[src/rtl/bsc_defs.vh]
// constants for the boundary scan chain
`ifndef BSC_DEFS_VH
`define BSC_DEFS_VH

// ----------------------------------------------------------------------
// chain geometry
// ----------------------------------------------------------------------
`define BSC_LEN 132
`define BSC_CTL_NONE 8'hff

// ----------------------------------------------------------------------
// cell kinds
// ----------------------------------------------------------------------
`define BSC_K_OLATCH 3'h0
`define BSC_K_IPIN 3'h1
`define BSC_K_CTL_HI 3'h2
`define BSC_K_CTL_LO 3'h3
`define BSC_K_BIDIR 3'h4

// ----------------------------------------------------------------------
// fixed control cell positions
// ----------------------------------------------------------------------
`define BSC_POS_TIMER_TWO_OE 8'h1d
`define BSC_POS_LEVEL7_IRQ_OE 8'h34
`define BSC_POS_ADDR_GROUP_OE 8'h53
`define BSC_POS_BUS_ERR_OE 8'h54
`define BSC_POS_DATA_BUS_OE 8'h55
`define BSC_POS_MODE_CLK_OE 8'h7a
`define BSC_POS_FETCH_OE 8'h7d
`define BSC_POS_TIMER_ONE_OE 8'h82

// ----------------------------------------------------------------------
// apb register map
// ----------------------------------------------------------------------
`define BSC_REG_CTRL 12'h000
`define BSC_REG_STATUS 12'h004
`define BSC_REG_CELL_IDX 12'h008
`define BSC_REG_CELL_DATA 12'h00c

// ctrl fields
`define BSC_CTRL_TEST_DRIVE 0
`define BSC_CTRL_CHAIN_EN 1
`define BSC_CTRL_RESET 2'h2

// reset values of the cell stages and update latches
`define BSC_STAGE_RESET 1'h0
`define BSC_UPD_RESET_HI 1'h0
`define BSC_UPD_RESET_LO 1'h1

`endif

[src/rtl/bsc_cell.v]
// one boundary scan cell: capture/shift stage plus update latch
`include "bsc_defs.vh"
`default_nettype none

module bsc_cell #(
  parameter [2:0] KIND = `BSC_K_BIDIR
) (
  // clock and reset
  input wire clk_sys,
  input wire reset_n,
  // step enables
  input wire capture_en,
  input wire shift_en,
  input wire update_en,
  // data
  input wire capture_val,
  input wire scan_in,
  output reg stage,
  output reg upd,
  output wire enable_out
);

  // control cells park with their drivers off
  localparam [0:0] UPD_RST = (KIND == `BSC_K_CTL_LO) ? `BSC_UPD_RESET_LO : `BSC_UPD_RESET_HI;

  always @(posedge clk_sys or negedge reset_n) begin
    if (!reset_n) begin
      stage <= `BSC_STAGE_RESET;
    end else if (capture_en) begin
      stage <= capture_val;
    end else if (shift_en) begin
      stage <= scan_in;
    end
  end

  // latch moves only at the update step
  always @(posedge clk_sys or negedge reset_n) begin
    if (!reset_n) begin
      upd <= UPD_RST;
    end else if (update_en) begin
      upd <= stage;
    end
  end

  // low-active kind differs by one inverter and by its update latch resetting high
  assign enable_out = (KIND == `BSC_K_CTL_LO) ? ~upd : upd;

endmodule

`default_nettype wire

[src/rtl/bsc_chain.v]
// boundary scan chain with apb access and pin multiplexing
`include "bsc_defs.vh"
`default_nettype none

module bsc_chain #(
  parameter LEN = `BSC_LEN
) (
  // clock and reset
  input wire clk_sys,
  input wire reset_n,
  // apb slave
  input wire psel,
  input wire penable,
  input wire pwrite,
  input wire [11:0] paddr,
  input wire [31:0] pwdata,
  output reg [31:0] prdata,
  output reg pready,
  output reg pslverr,
  // test link
  input wire tck,
  input wire tdi,
  output reg tdo,
  output reg tdo_oe,
  output reg tdi_pullup_en,
  // tap controller state, tck domain
  input wire tap_select,
  input wire tap_capture,
  input wire tap_shift,
  input wire tap_update,
  // core side, one bit per cell position
  input wire [LEN-1:0] core_out,
  input wire [LEN-1:0] core_oe,
  // pads, one bit per cell position
  input wire [LEN-1:0] pin_in,
  output reg [LEN-1:0] pin_out,
  output reg [LEN-1:0] pin_oe
);

  // --------------------------------------------------------------------
  // cell map
  // --------------------------------------------------------------------
  // crystal and loop filter pins are absent from the map
  function [2:0] cell_kind;
    input integer i;
    begin
      if (i <= 26) cell_kind = `BSC_K_BIDIR;
      else if (i == 29 || i == 84 || i == 122 || i == 125 || i == 130)
        cell_kind = `BSC_K_CTL_LO;
      else if (i == 83 || i == 85) cell_kind = `BSC_K_CTL_HI;
      else if (i >= 51 && i <= 66)
        cell_kind = (i % 2 == 0) ? `BSC_K_CTL_LO : `BSC_K_BIDIR;
      else if (i >= 67 && i <= 82) cell_kind = `BSC_K_BIDIR;
      else if (i >= 86 && i <= 101)
        cell_kind = (i % 2 == 1) ? `BSC_K_CTL_LO : `BSC_K_BIDIR;
      else if ((i >= 102 && i <= 110) || i == 114 || i == 121 || i == 124)
        cell_kind = `BSC_K_BIDIR;
      else if (i == 28 || i == 32 || i == 33 || i == 35 || i == 36 || i == 38 ||
               i == 39 || i == 44 || i == 45 || i == 48 || i == 49 || i == 112 ||
               i == 115 || i == 117 || i == 119 || i == 123 || i == 127 || i == 129)
        cell_kind = `BSC_K_OLATCH;
      else cell_kind = `BSC_K_IPIN;
    end
  endfunction

  // governing control cell of each driven position
  function [7:0] cell_ctl;
    input integer i;
    begin
      if (i <= 26 || (i >= 102 && i <= 110 && i != 103 && i != 104))
        cell_ctl = `BSC_POS_ADDR_GROUP_OE;
      else if (i == 28) cell_ctl = `BSC_POS_TIMER_TWO_OE;
      else if (i >= 51 && i <= 66 && i % 2 == 1) cell_ctl = i[7:0] + 8'h01;
      else if (i >= 67 && i <= 82) cell_ctl = `BSC_POS_DATA_BUS_OE;
      else if (i >= 86 && i <= 101 && i % 2 == 0) cell_ctl = i[7:0] + 8'h01;
      else if (i == 103 || i == 104 || i == 114) cell_ctl = `BSC_POS_BUS_ERR_OE;
      else if (i == 121) cell_ctl = `BSC_POS_MODE_CLK_OE;
      else if (i == 124) cell_ctl = `BSC_POS_FETCH_OE;
      else if (i == 129) cell_ctl = `BSC_POS_TIMER_ONE_OE;
      else cell_ctl = `BSC_CTL_NONE;
    end
  endfunction

  // open-drain output latches: transfer done pins, halt, reset
  function cell_od;
    input integer i;
    begin
      cell_od = (i == 45 || i == 49 || i == 115 || i == 117);
    end
  endfunction

  // --------------------------------------------------------------------
  // synchronisers and test clock edges
  // --------------------------------------------------------------------
  wire [5:0] link_s;
  wire [LEN-1:0] pin_s;
  reg tck_d;
  wire tck_s = link_s[0];
  wire tdi_s = link_s[1];
  wire sel_s = link_s[2];
  wire cap_s = link_s[3];
  wire sh_s = link_s[4];
  wire upd_s = link_s[5];

  bsc_sync #(.WIDTH(6)) u_link_sync (
    .clk_sys(clk_sys),
    .reset_n(reset_n),
    .async_in({tap_update, tap_shift, tap_capture, tap_select, tdi, tck}),
    .sync_out(link_s)
  );

  bsc_sync #(.WIDTH(LEN)) u_pin_sync (
    .clk_sys(clk_sys),
    .reset_n(reset_n),
    .async_in(pin_in),
    .sync_out(pin_s)
  );

  always @(posedge clk_sys or negedge reset_n) begin
    if (!reset_n) begin
      tck_d <= 1'b0;
    end else begin
      tck_d <= tck_s;
    end
  end

  // edges of the synchronised test clock
  wire tck_rise = tck_s & ~tck_d;
  wire tck_fall = ~tck_s & tck_d;

  // --------------------------------------------------------------------
  // control registers
  // --------------------------------------------------------------------
  reg [1:0] ctrl;
  reg [7:0] cell_idx;
  reg [7:0] shift_count;
  wire test_drive = ctrl[`BSC_CTRL_TEST_DRIVE];
  // chain acts only while selected and enabled
  wire active = sel_s & ctrl[`BSC_CTRL_CHAIN_EN];
  wire do_capture = active & cap_s & tck_rise;
  wire do_shift = active & sh_s & tck_rise;
  wire do_update = active & upd_s & tck_fall;

  // --------------------------------------------------------------------
  // cells
  // --------------------------------------------------------------------
  wire [LEN-1:0] stage;
  wire [LEN-1:0] upd;
  wire [LEN-1:0] en;
  wire [LEN-1:0] next_pin_out;
  wire [LEN-1:0] next_pin_oe;

  genvar g;
  generate
    for (g = 0; g < LEN; g = g + 1) begin : g_cell
      localparam [2:0] K = cell_kind(g);
      localparam [7:0] C = cell_ctl(g);
      localparam OD = cell_od(g);
      wire scan_in;
      wire cap_val;
      wire grp_en;

      if (g == LEN - 1) begin : g_head
        assign scan_in = tdi_s;
      end else begin : g_link
        assign scan_in = stage[g+1];
      end

      if (C == `BSC_CTL_NONE) begin : g_free
        assign grp_en = 1'b1;
      end else begin : g_grp
        assign grp_en = en[C];
      end

      // inputs and bidir sample the pad, latches the core
      assign cap_val = (K == `BSC_K_IPIN || K == `BSC_K_BIDIR) ? pin_s[g] :
                       (K == `BSC_K_OLATCH) ? core_out[g] : core_oe[g];

      bsc_cell #(.KIND(K)) u_cell (
        .clk_sys(clk_sys),
        .reset_n(reset_n),
        .capture_en(do_capture),
        .shift_en(do_shift),
        .update_en(do_update),
        .capture_val(cap_val),
        .scan_in(scan_in),
        .stage(stage[g]),
        .upd(upd[g]),
        .enable_out(en[g])
      );

      if (K == `BSC_K_OLATCH && OD) begin : g_od
        // only release or pull low
        assign next_pin_out[g] = 1'b0;
        assign next_pin_oe[g] = test_drive ? ~upd[g] : ~core_out[g];
      end else if (K == `BSC_K_OLATCH || K == `BSC_K_BIDIR) begin : g_drv
        assign next_pin_out[g] = test_drive ? upd[g] : core_out[g];
        assign next_pin_oe[g] = test_drive ? grp_en : core_oe[g];
      end else begin : g_quiet
        assign next_pin_out[g] = 1'b0;
        assign next_pin_oe[g] = 1'b0;
      end
    end
  endgenerate

  // pads change only from the update latches or core
  always @(posedge clk_sys or negedge reset_n) begin
    if (!reset_n) begin
      pin_out <= {LEN{1'b0}};
      pin_oe <= {LEN{1'b0}};
    end else begin
      pin_out <= next_pin_out;
      pin_oe <= next_pin_oe;
    end
  end

  // --------------------------------------------------------------------
  // serial output
  // --------------------------------------------------------------------
  // pull-up stays on whenever the block is out of reset
  always @(posedge clk_sys or negedge reset_n) begin
    if (!reset_n) begin
      tdi_pullup_en <= 1'b0;
    end else begin
      tdi_pullup_en <= 1'b1;
    end
  end

  // tdo only moves on a detected falling test clock edge
  always @(posedge clk_sys or negedge reset_n) begin
    if (!reset_n) begin
      tdo <= 1'b0;
      tdo_oe <= 1'b0;
    end else if (tck_fall) begin
      tdo <= stage[0];
      tdo_oe <= active & sh_s;
    end
  end

  // --------------------------------------------------------------------
  // shift counter
  // --------------------------------------------------------------------
  // counts shifts since the last capture, wrapping at 256
  always @(posedge clk_sys or negedge reset_n) begin
    if (!reset_n) begin
      shift_count <= 8'h00;
    end else if (do_capture) begin
      shift_count <= 8'h00;
    end else if (do_shift) begin
      shift_count <= shift_count + 8'h01;
    end
  end

  // --------------------------------------------------------------------
  // apb slave
  // --------------------------------------------------------------------
  wire access = psel & penable;
  wire write_done = access & pready & pwrite;
  reg [31:0] next_rdata;
  reg next_err;
  reg [2:0] sel_kind;

  always @* begin
    sel_kind = 3'h0;
    if (cell_idx < LEN) begin
      sel_kind = cell_kind(cell_idx);
    end
    next_rdata = 32'h0000_0000;
    next_err = 1'b0;
    case (paddr)
      `BSC_REG_CTRL: next_rdata = {30'h0, ctrl};
      `BSC_REG_STATUS: next_rdata = {22'h0, tdo, active, shift_count};
      `BSC_REG_CELL_IDX: next_rdata = {24'h0, cell_idx};
      `BSC_REG_CELL_DATA: begin
        if (cell_idx < LEN) begin
          next_rdata = {27'h0, sel_kind, upd[cell_idx], stage[cell_idx]};
        end
      end
      default: next_err = 1'b1;
    endcase
  end

  always @(posedge clk_sys or negedge reset_n) begin
    if (!reset_n) begin
      pready <= 1'b0;
      pslverr <= 1'b0;
      prdata <= 32'h0000_0000;
    end else if (access && !pready) begin
      pready <= 1'b1;
      pslverr <= next_err;
      if (!pwrite) begin
        prdata <= next_rdata;
      end
    end else begin
      pready <= 1'b0;
      pslverr <= 1'b0;
    end
  end

  // --------------------------------------------------------------------
  // register writes
  // --------------------------------------------------------------------
  // write lands on the edge that completes the access
  always @(posedge clk_sys or negedge reset_n) begin
    if (!reset_n) begin
      ctrl <= `BSC_CTRL_RESET;
      cell_idx <= 8'h00;
    end else if (write_done) begin
      if (paddr == `BSC_REG_CTRL) begin
        ctrl <= pwdata[1:0];
      end
      if (paddr == `BSC_REG_CELL_IDX) begin
        cell_idx <= pwdata[7:0];
      end
    end
  end

endmodule

`default_nettype wire

[src/rtl/bsc_sync.v]
// two flip-flop synchroniser for signals from outside the clock domain
`default_nettype none

module bsc_sync #(
  parameter WIDTH = 1
) (
  // clock and reset
  input wire clk_sys,
  input wire reset_n,
  // data
  input wire [WIDTH-1:0] async_in,
  output reg [WIDTH-1:0] sync_out
);

  reg [WIDTH-1:0] meta;

  always @(posedge clk_sys or negedge reset_n) begin
    if (!reset_n) begin
      meta <= {WIDTH{1'b0}};
      sync_out <= {WIDTH{1'b0}};
    end else begin
      meta <= async_in;
      sync_out <= meta;
    end
  end

endmodule

`default_nettype wire
[config.mk]
export PLATFORM = sky130hd
export DESIGN_NAME = bsc_chain
export DESIGN_NICKNAME = d
export VERILOG_FILES = /design/src/rtl/bsc_cell.v /design/src/rtl/bsc_chain.v /design/src/rtl/bsc_sync.v
export VERILOG_INCLUDE_DIRS = /design/src /design/src/rtl
export SDC_FILE = /design/constraint.sdc
export NUM_CORES = 1
export LEC_CHECK = 0
export ABC_AREA = 1
export BUFFER_PORTS_ARGS = -buffer_cell sky130_fd_sc_hd__buf_2
export CAP_MARGIN = 20
export CORE_AREA = 8 8 288 290
export CTS_CLUSTER_SIZE = 25
export DETAILED_ROUTE_END_ITERATION = 10
export DIE_AREA = 0 0 296 298
export PLACE_DENSITY = 0.67
export SYNTH_ARGS = -nofsm -noshare
export SYNTH_HDL_FRONTEND = slang
export SYNTH_SLANG_ARGS = --single-unit
[constraint.sdc]
create_clock -name clk_sys -period 4.1 [get_ports clk_sys]
set_input_delay 0.82 -clock clk_sys [delete_from_list [all_inputs] [get_ports clk_sys]]
set_output_delay 0.82 -clock clk_sys [all_outputs]
set_load 0.01 [all_outputs]
==> impl_metrics.xml <==
<?xml version="1.0" encoding="UTF-8"?>
<metrics>
  <group name="power">
    <metric name="power_density_over_cell_area" unit="nW/um^2">434</metric>
    <metric name="p_leak" unit="nW">16.5</metric>
    <metric name="switching_share" unit="">0.222</metric>
    <metric name="share_comb_of_total_power" unit="">0.043</metric>
    <metric name="power" unit="mW">14.3</metric>
    <metric name="power_frac_clock" unit="">0.479</metric>
    <metric name="cell_internal_power" unit="mW">11.1</metric>
    <metric name="seq_power_share" unit="">0.478</metric>
    <metric name="ir_worst_vdd" unit="uV">273</metric>
    <metric name="net-switching-power" unit="mW">3.16</metric>
  </group>
  <group name="detailed_routing">
    <metric name="vias_per_cell" unit="">4.69</metric>
    <metric name="dr.first_iter.drc_count" unit="">1436</metric>
    <metric name="route.vias.total" unit="">21200</metric>
    <metric name="routedWlPerCell" unit="um">19.1</metric>
    <metric name="remaining_drc_errors" unit="">0</metric>
    <metric name="drt_antenna_net_count" unit="">0</metric>
    <metric name="aggregate_routed_wire_length" unit="um">86400</metric>
    <metric name="drt_pre_antenna_iters" unit="">6</metric>
  </group>
  <group name="synth">
    <metric name="synth_enable_flop_cells" unit="">0</metric>
    <metric name="post_synth_most_frequent_cells" unit="">nand2_1 (1133), dfrtp_1 (644), o21ai_0 (211)</metric>
    <metric name="synth-main-ff-cell" unit="">dfrtp_1</metric>
    <metric name="synthesized_area_per_cell" unit="sq um">9.24</metric>
    <metric name="synth.top_cells.by_area" unit="">dfrtp_1 (60%), nand2_1 (16%), o221ai_1 (4.2%), o21ai_0 (3.9%), buf_4 (3.5%)</metric>
    <metric name="post_synth_num_cell_types" unit="">41</metric>
    <metric name="ys_ff_latch" unit="">666</metric>
    <metric name="synth_top_cell_area_share" unit="">0.597</metric>
    <metric name="syn_inst" unit="">2924</metric>
    <metric name="yosysMostFrequentCell" unit="">nand2_1</metric>
    <metric name="netlist.top_cell.by_area" unit="">dfrtp_1</metric>
    <metric name="synth.yosys.seq_area_share" unit="">0.618</metric>
    <metric name="synthesis.area" unit="sq um">27000</metric>
    <metric name="postSynth.asyncResetShare" unit="">1.00</metric>
    <metric name="synth_warnings" unit="">0</metric>
  </group>
  <group name="cells_and_area">
    <metric name="layout_cell_share_with_drive_strength_beyond_1" unit="">0.215</metric>
    <metric name="final_cells" unit="">4521</metric>
    <metric name="final_area" unit="sq um">32900</metric>
    <metric name="fin_util" unit="">0.419</metric>
    <metric name="area_delta_synth_final" unit="%">21.7</metric>
    <metric name="finish.net_count" unit="">3854</metric>
  </group>
  <group name="grt">
    <metric name="pin_count_of_the_biggest_net_entering_global_routing" unit="">112</metric>
    <metric name="grt_pass1_vias" unit="">21600</metric>
    <metric name="grt_util_met1" unit="">0.243</metric>
    <metric name="grt_use_met2" unit="">0.323</metric>
    <metric name="grt_antenna_before_repair" unit="">19</metric>
    <metric name="fraction_of_met3_tracks_used_by_global_routing" unit="">0.0428</metric>
    <metric name="grt_util_all_layers" unit="">0.191</metric>
    <metric name="grt_first_pass_wirelength" unit="um">130000</metric>
    <metric name="busiest_layer" unit="">met2</metric>
    <metric name="gr-total-overflow" unit="">0</metric>
  </group>
  <group name="critical_path">
    <metric name="worst_path_dominant_cell_family" unit="">buffers and inverters</metric>
    <metric name="critical_path_arrival" unit="ns">3.30</metric>
    <metric name="rr_worst_depth" unit="">8</metric>
    <metric name="cp_cell_sequence" unit="">nand2_1, inv_2, nand3_2, inv_4, nor2_2, inv_4, buf_12, o221ai_1</metric>
    <metric name="critPathLaunch" unit="">ctrl[1]</metric>
    <metric name="cp_slowest_stage_delay" unit="ns">0.58</metric>
    <metric name="cp-start-kind" unit="">register</metric>
    <metric name="r2r_setup_slack" unit="ns">1.25</metric>
    <metric name="path_common_cell" unit="">inv_4</metric>
    <metric name="critical_path_depth" unit="">8</metric>
    <metric name="top_fanout_value_on_the_critical_path" unit="">62</metric>
    <metric name="reg2reg_from" unit="">ctrl[1]</metric>
    <metric name="worst-path-buf-inv" unit="">4</metric>
    <metric name="setup.worst_path.class" unit="">register to register</metric>
    <metric name="crit_path_end_kind" unit="">register</metric>
    <metric name="critPathRequiredTime" unit="ns">4.55</metric>
    <metric name="crit_slowest_cell" unit="">inv_4</metric>
  </group>
  <group name="cts">
    <metric name="cts_inserted_buffers" unit="">74</metric>
    <metric name="post_cts_setup_bufs" unit="">0</metric>
    <metric name="ctsHtreeMaxLevel" unit="">3</metric>
    <metric name="tritoncts_num_sinks" unit="">666</metric>
    <metric name="clk-insertion-delay-late" unit="ns">0.61</metric>
    <metric name="cts-root-buf" unit="">clkbuf_16</metric>
    <metric name="tritoncts" unit="">built</metric>
    <metric name="postCtsHoldBufs" unit="">0</metric>
    <metric name="post_cts.resized_instances" unit="">0</metric>
    <metric name="clkSlewWorstSetupHoldPaths" unit="ns">0.06</metric>
    <metric name="clockBufferDepth" unit="">3</metric>
  </group>
  <group name="timing">
    <metric name="post-route-worst-setup-slack" unit="ns">1.25</metric>
    <metric name="report.final.hold_viol_count" unit="">0</metric>
    <metric name="timing_max_transition_violations_final" unit="">0</metric>
    <metric name="final.min_clock_period" unit="ns">2.85</metric>
    <metric name="totalNegativeSetupSlack" unit="ns">0</metric>
    <metric name="max-slew-margin-rel" unit="">0.412</metric>
    <metric name="worst_setup_skew_after_layout" unit="ns">0.0252</metric>
    <metric name="fin_worst_hold_slack" unit="ns">0.227</metric>
    <metric name="grt_setup_unrepaired" unit="">no</metric>
    <metric name="layout_worst_path_cycle_share" unit="">0.695</metric>
    <metric name="worst_slew_pin_slew" unit="ns">0.879</metric>
    <metric name="timing.fmax" unit="MHz">351</metric>
    <metric name="finalSetupViolations" unit="">0</metric>
  </group>
  <group name="floorplanning">
    <metric name="count_of_pins_on_the_block_boundary" unit="">752</metric>
    <metric name="die_width" unit="um">296</metric>
    <metric name="design.die.area" unit="sq um">88200</metric>
    <metric name="floorplan.core_area" unit="sq um">78400</metric>
    <metric name="start_util" unit="">0.345</metric>
    <metric name="die_height" unit="um">298</metric>
    <metric name="rows" unit="">103</metric>
  </group>
  <group name="run_status">
    <metric name="status" unit="">finished, final reports clean</metric>
  </group>
  <group name="placed_design">
    <metric name="dp.cells" unit="">4376</metric>
    <metric name="dp.final_hpwl" unit="um">61300</metric>
    <metric name="placer_s_final_routability_congestion_estimate" unit="">0.934</metric>
    <metric name="dpl-instance-area" unit="sq um">30300</metric>
    <metric name="io_buffers" unit="">507</metric>
    <metric name="dp_slack" unit="ns">1.31</metric>
  </group>
  <group name="run">
    <metric name="drv.max_cap_violation_count" unit="">0</metric>
  </group>
  <group name="hold_path">
    <metric name="holdCritPathClass" unit="">input port to async pin</metric>
  </group>
</metrics>
cells by family (layout without fill, tap and decap cells):
logic type,count (synthesis),after routing,synth area share
DFF,666,666,0.618
AOI/OAI and AO/OA,443,443,0.103
muxes,6,6,0.00250
adders and majority gates,1,1,0.000463
buffers and inverters,489,917,0.0881
and+or+nand+nor,1317,1317,0.188
other,2,121,0.000278
flip-flops by register name, summed over array words and instances (netlist names):
| name | count |
|---|---|
| cell_idx | 8 |
| ctrl | 2 |
| g_cell.u_cell.enable_out | 111 |
| g_cell.u_cell.stage | 132 |
| g_cell.u_cell.upd | 21 |
| pin_oe | 89 |
| pin_out | 85 |
| prdata | 10 |
| pready | 1 |
| pslverr | 1 |
| shift_count | 8 |
| tck_d | 1 |
| tdi_pullup_en | 1 |
| tdo | 1 |
| tdo_oe | 1 |
| u_link_sync.meta | 6 |
| u_link_sync.sync_out | 6 |
| u_pin_sync.meta | 91 |
| u_pin_sync.sync_out | 91 |
layout make-up:
type,instances,area (sq um)
diodes,8,20.0
clock buffers,105,2130
clock inverters,32,409
fillers,7727,45500
inverters,220,836
multi-input cells,1880,8370
flip-flops and latches,666,16700
well taps,1050,1310
repair buffers,560,3080
worst paths after layout:
path                                            end
hold reg to reg            u_pin_sync.sync_out[116]
hold / removal                          pin_oe[114]
setup / recovery            g_cell[89].u_cell.stage
min in group clk_sys            u_pin_sync.meta[27]
setup reg to reg            g_cell[89].u_cell.stage
max in group asynchronous       u_link_sync.meta[4]
metal layers:
metal	part of all wire	up-vias	routed length, um
met4	0.026	12	2280
met2	0.48	777	41800
met3	0.074	176	6400
met1	0.41	10200	35800
met5	0.00098	-	85
li1	-	10100	-
placed cells by master, fill, tap and decap left out, drive strengths merged, types with 12 or more instances in the layout:
master  count
buf       560
conb      113
clkbuf    105
inv       227
o221ai    131
nand3      22
a21oi      16
nand2    1136
clkinv     14
o22ai      12
or2        13
dfrtp     644
dfstp      22
o21ai     268
nor2      124
power by group through the flow:
| stage | logic (mW) | registers (mW) | clock network [mW] |
|---|---|---|---|
| 2_1_floorplan | 0.200 | 6.97 | 0 |
| 3_3_place_gp | 0.614 | 6.93 | 0 |
| 3_5_place_dp | 0.623 | 6.93 | 0 |
| 4_1_cts | 0.625 | 6.82 | 7.01 |
| 5_1_grt | 0.690 | 6.83 | 7.27 |
| 6_report | 0.612 | 6.82 | 6.82 |
worst register-to-register path, stage by stage, from the launching register on:
cell and delay, ns:
dfstp_2 0.56, nand2_1 0.12, inv_2 0.11, nand3_2 0.11, inv_4 0.41, nor2_2 0.14
inv_4 0.58, buf_12 0.43, o221ai_1 0.24
Power figures use the tool's default switching activity.
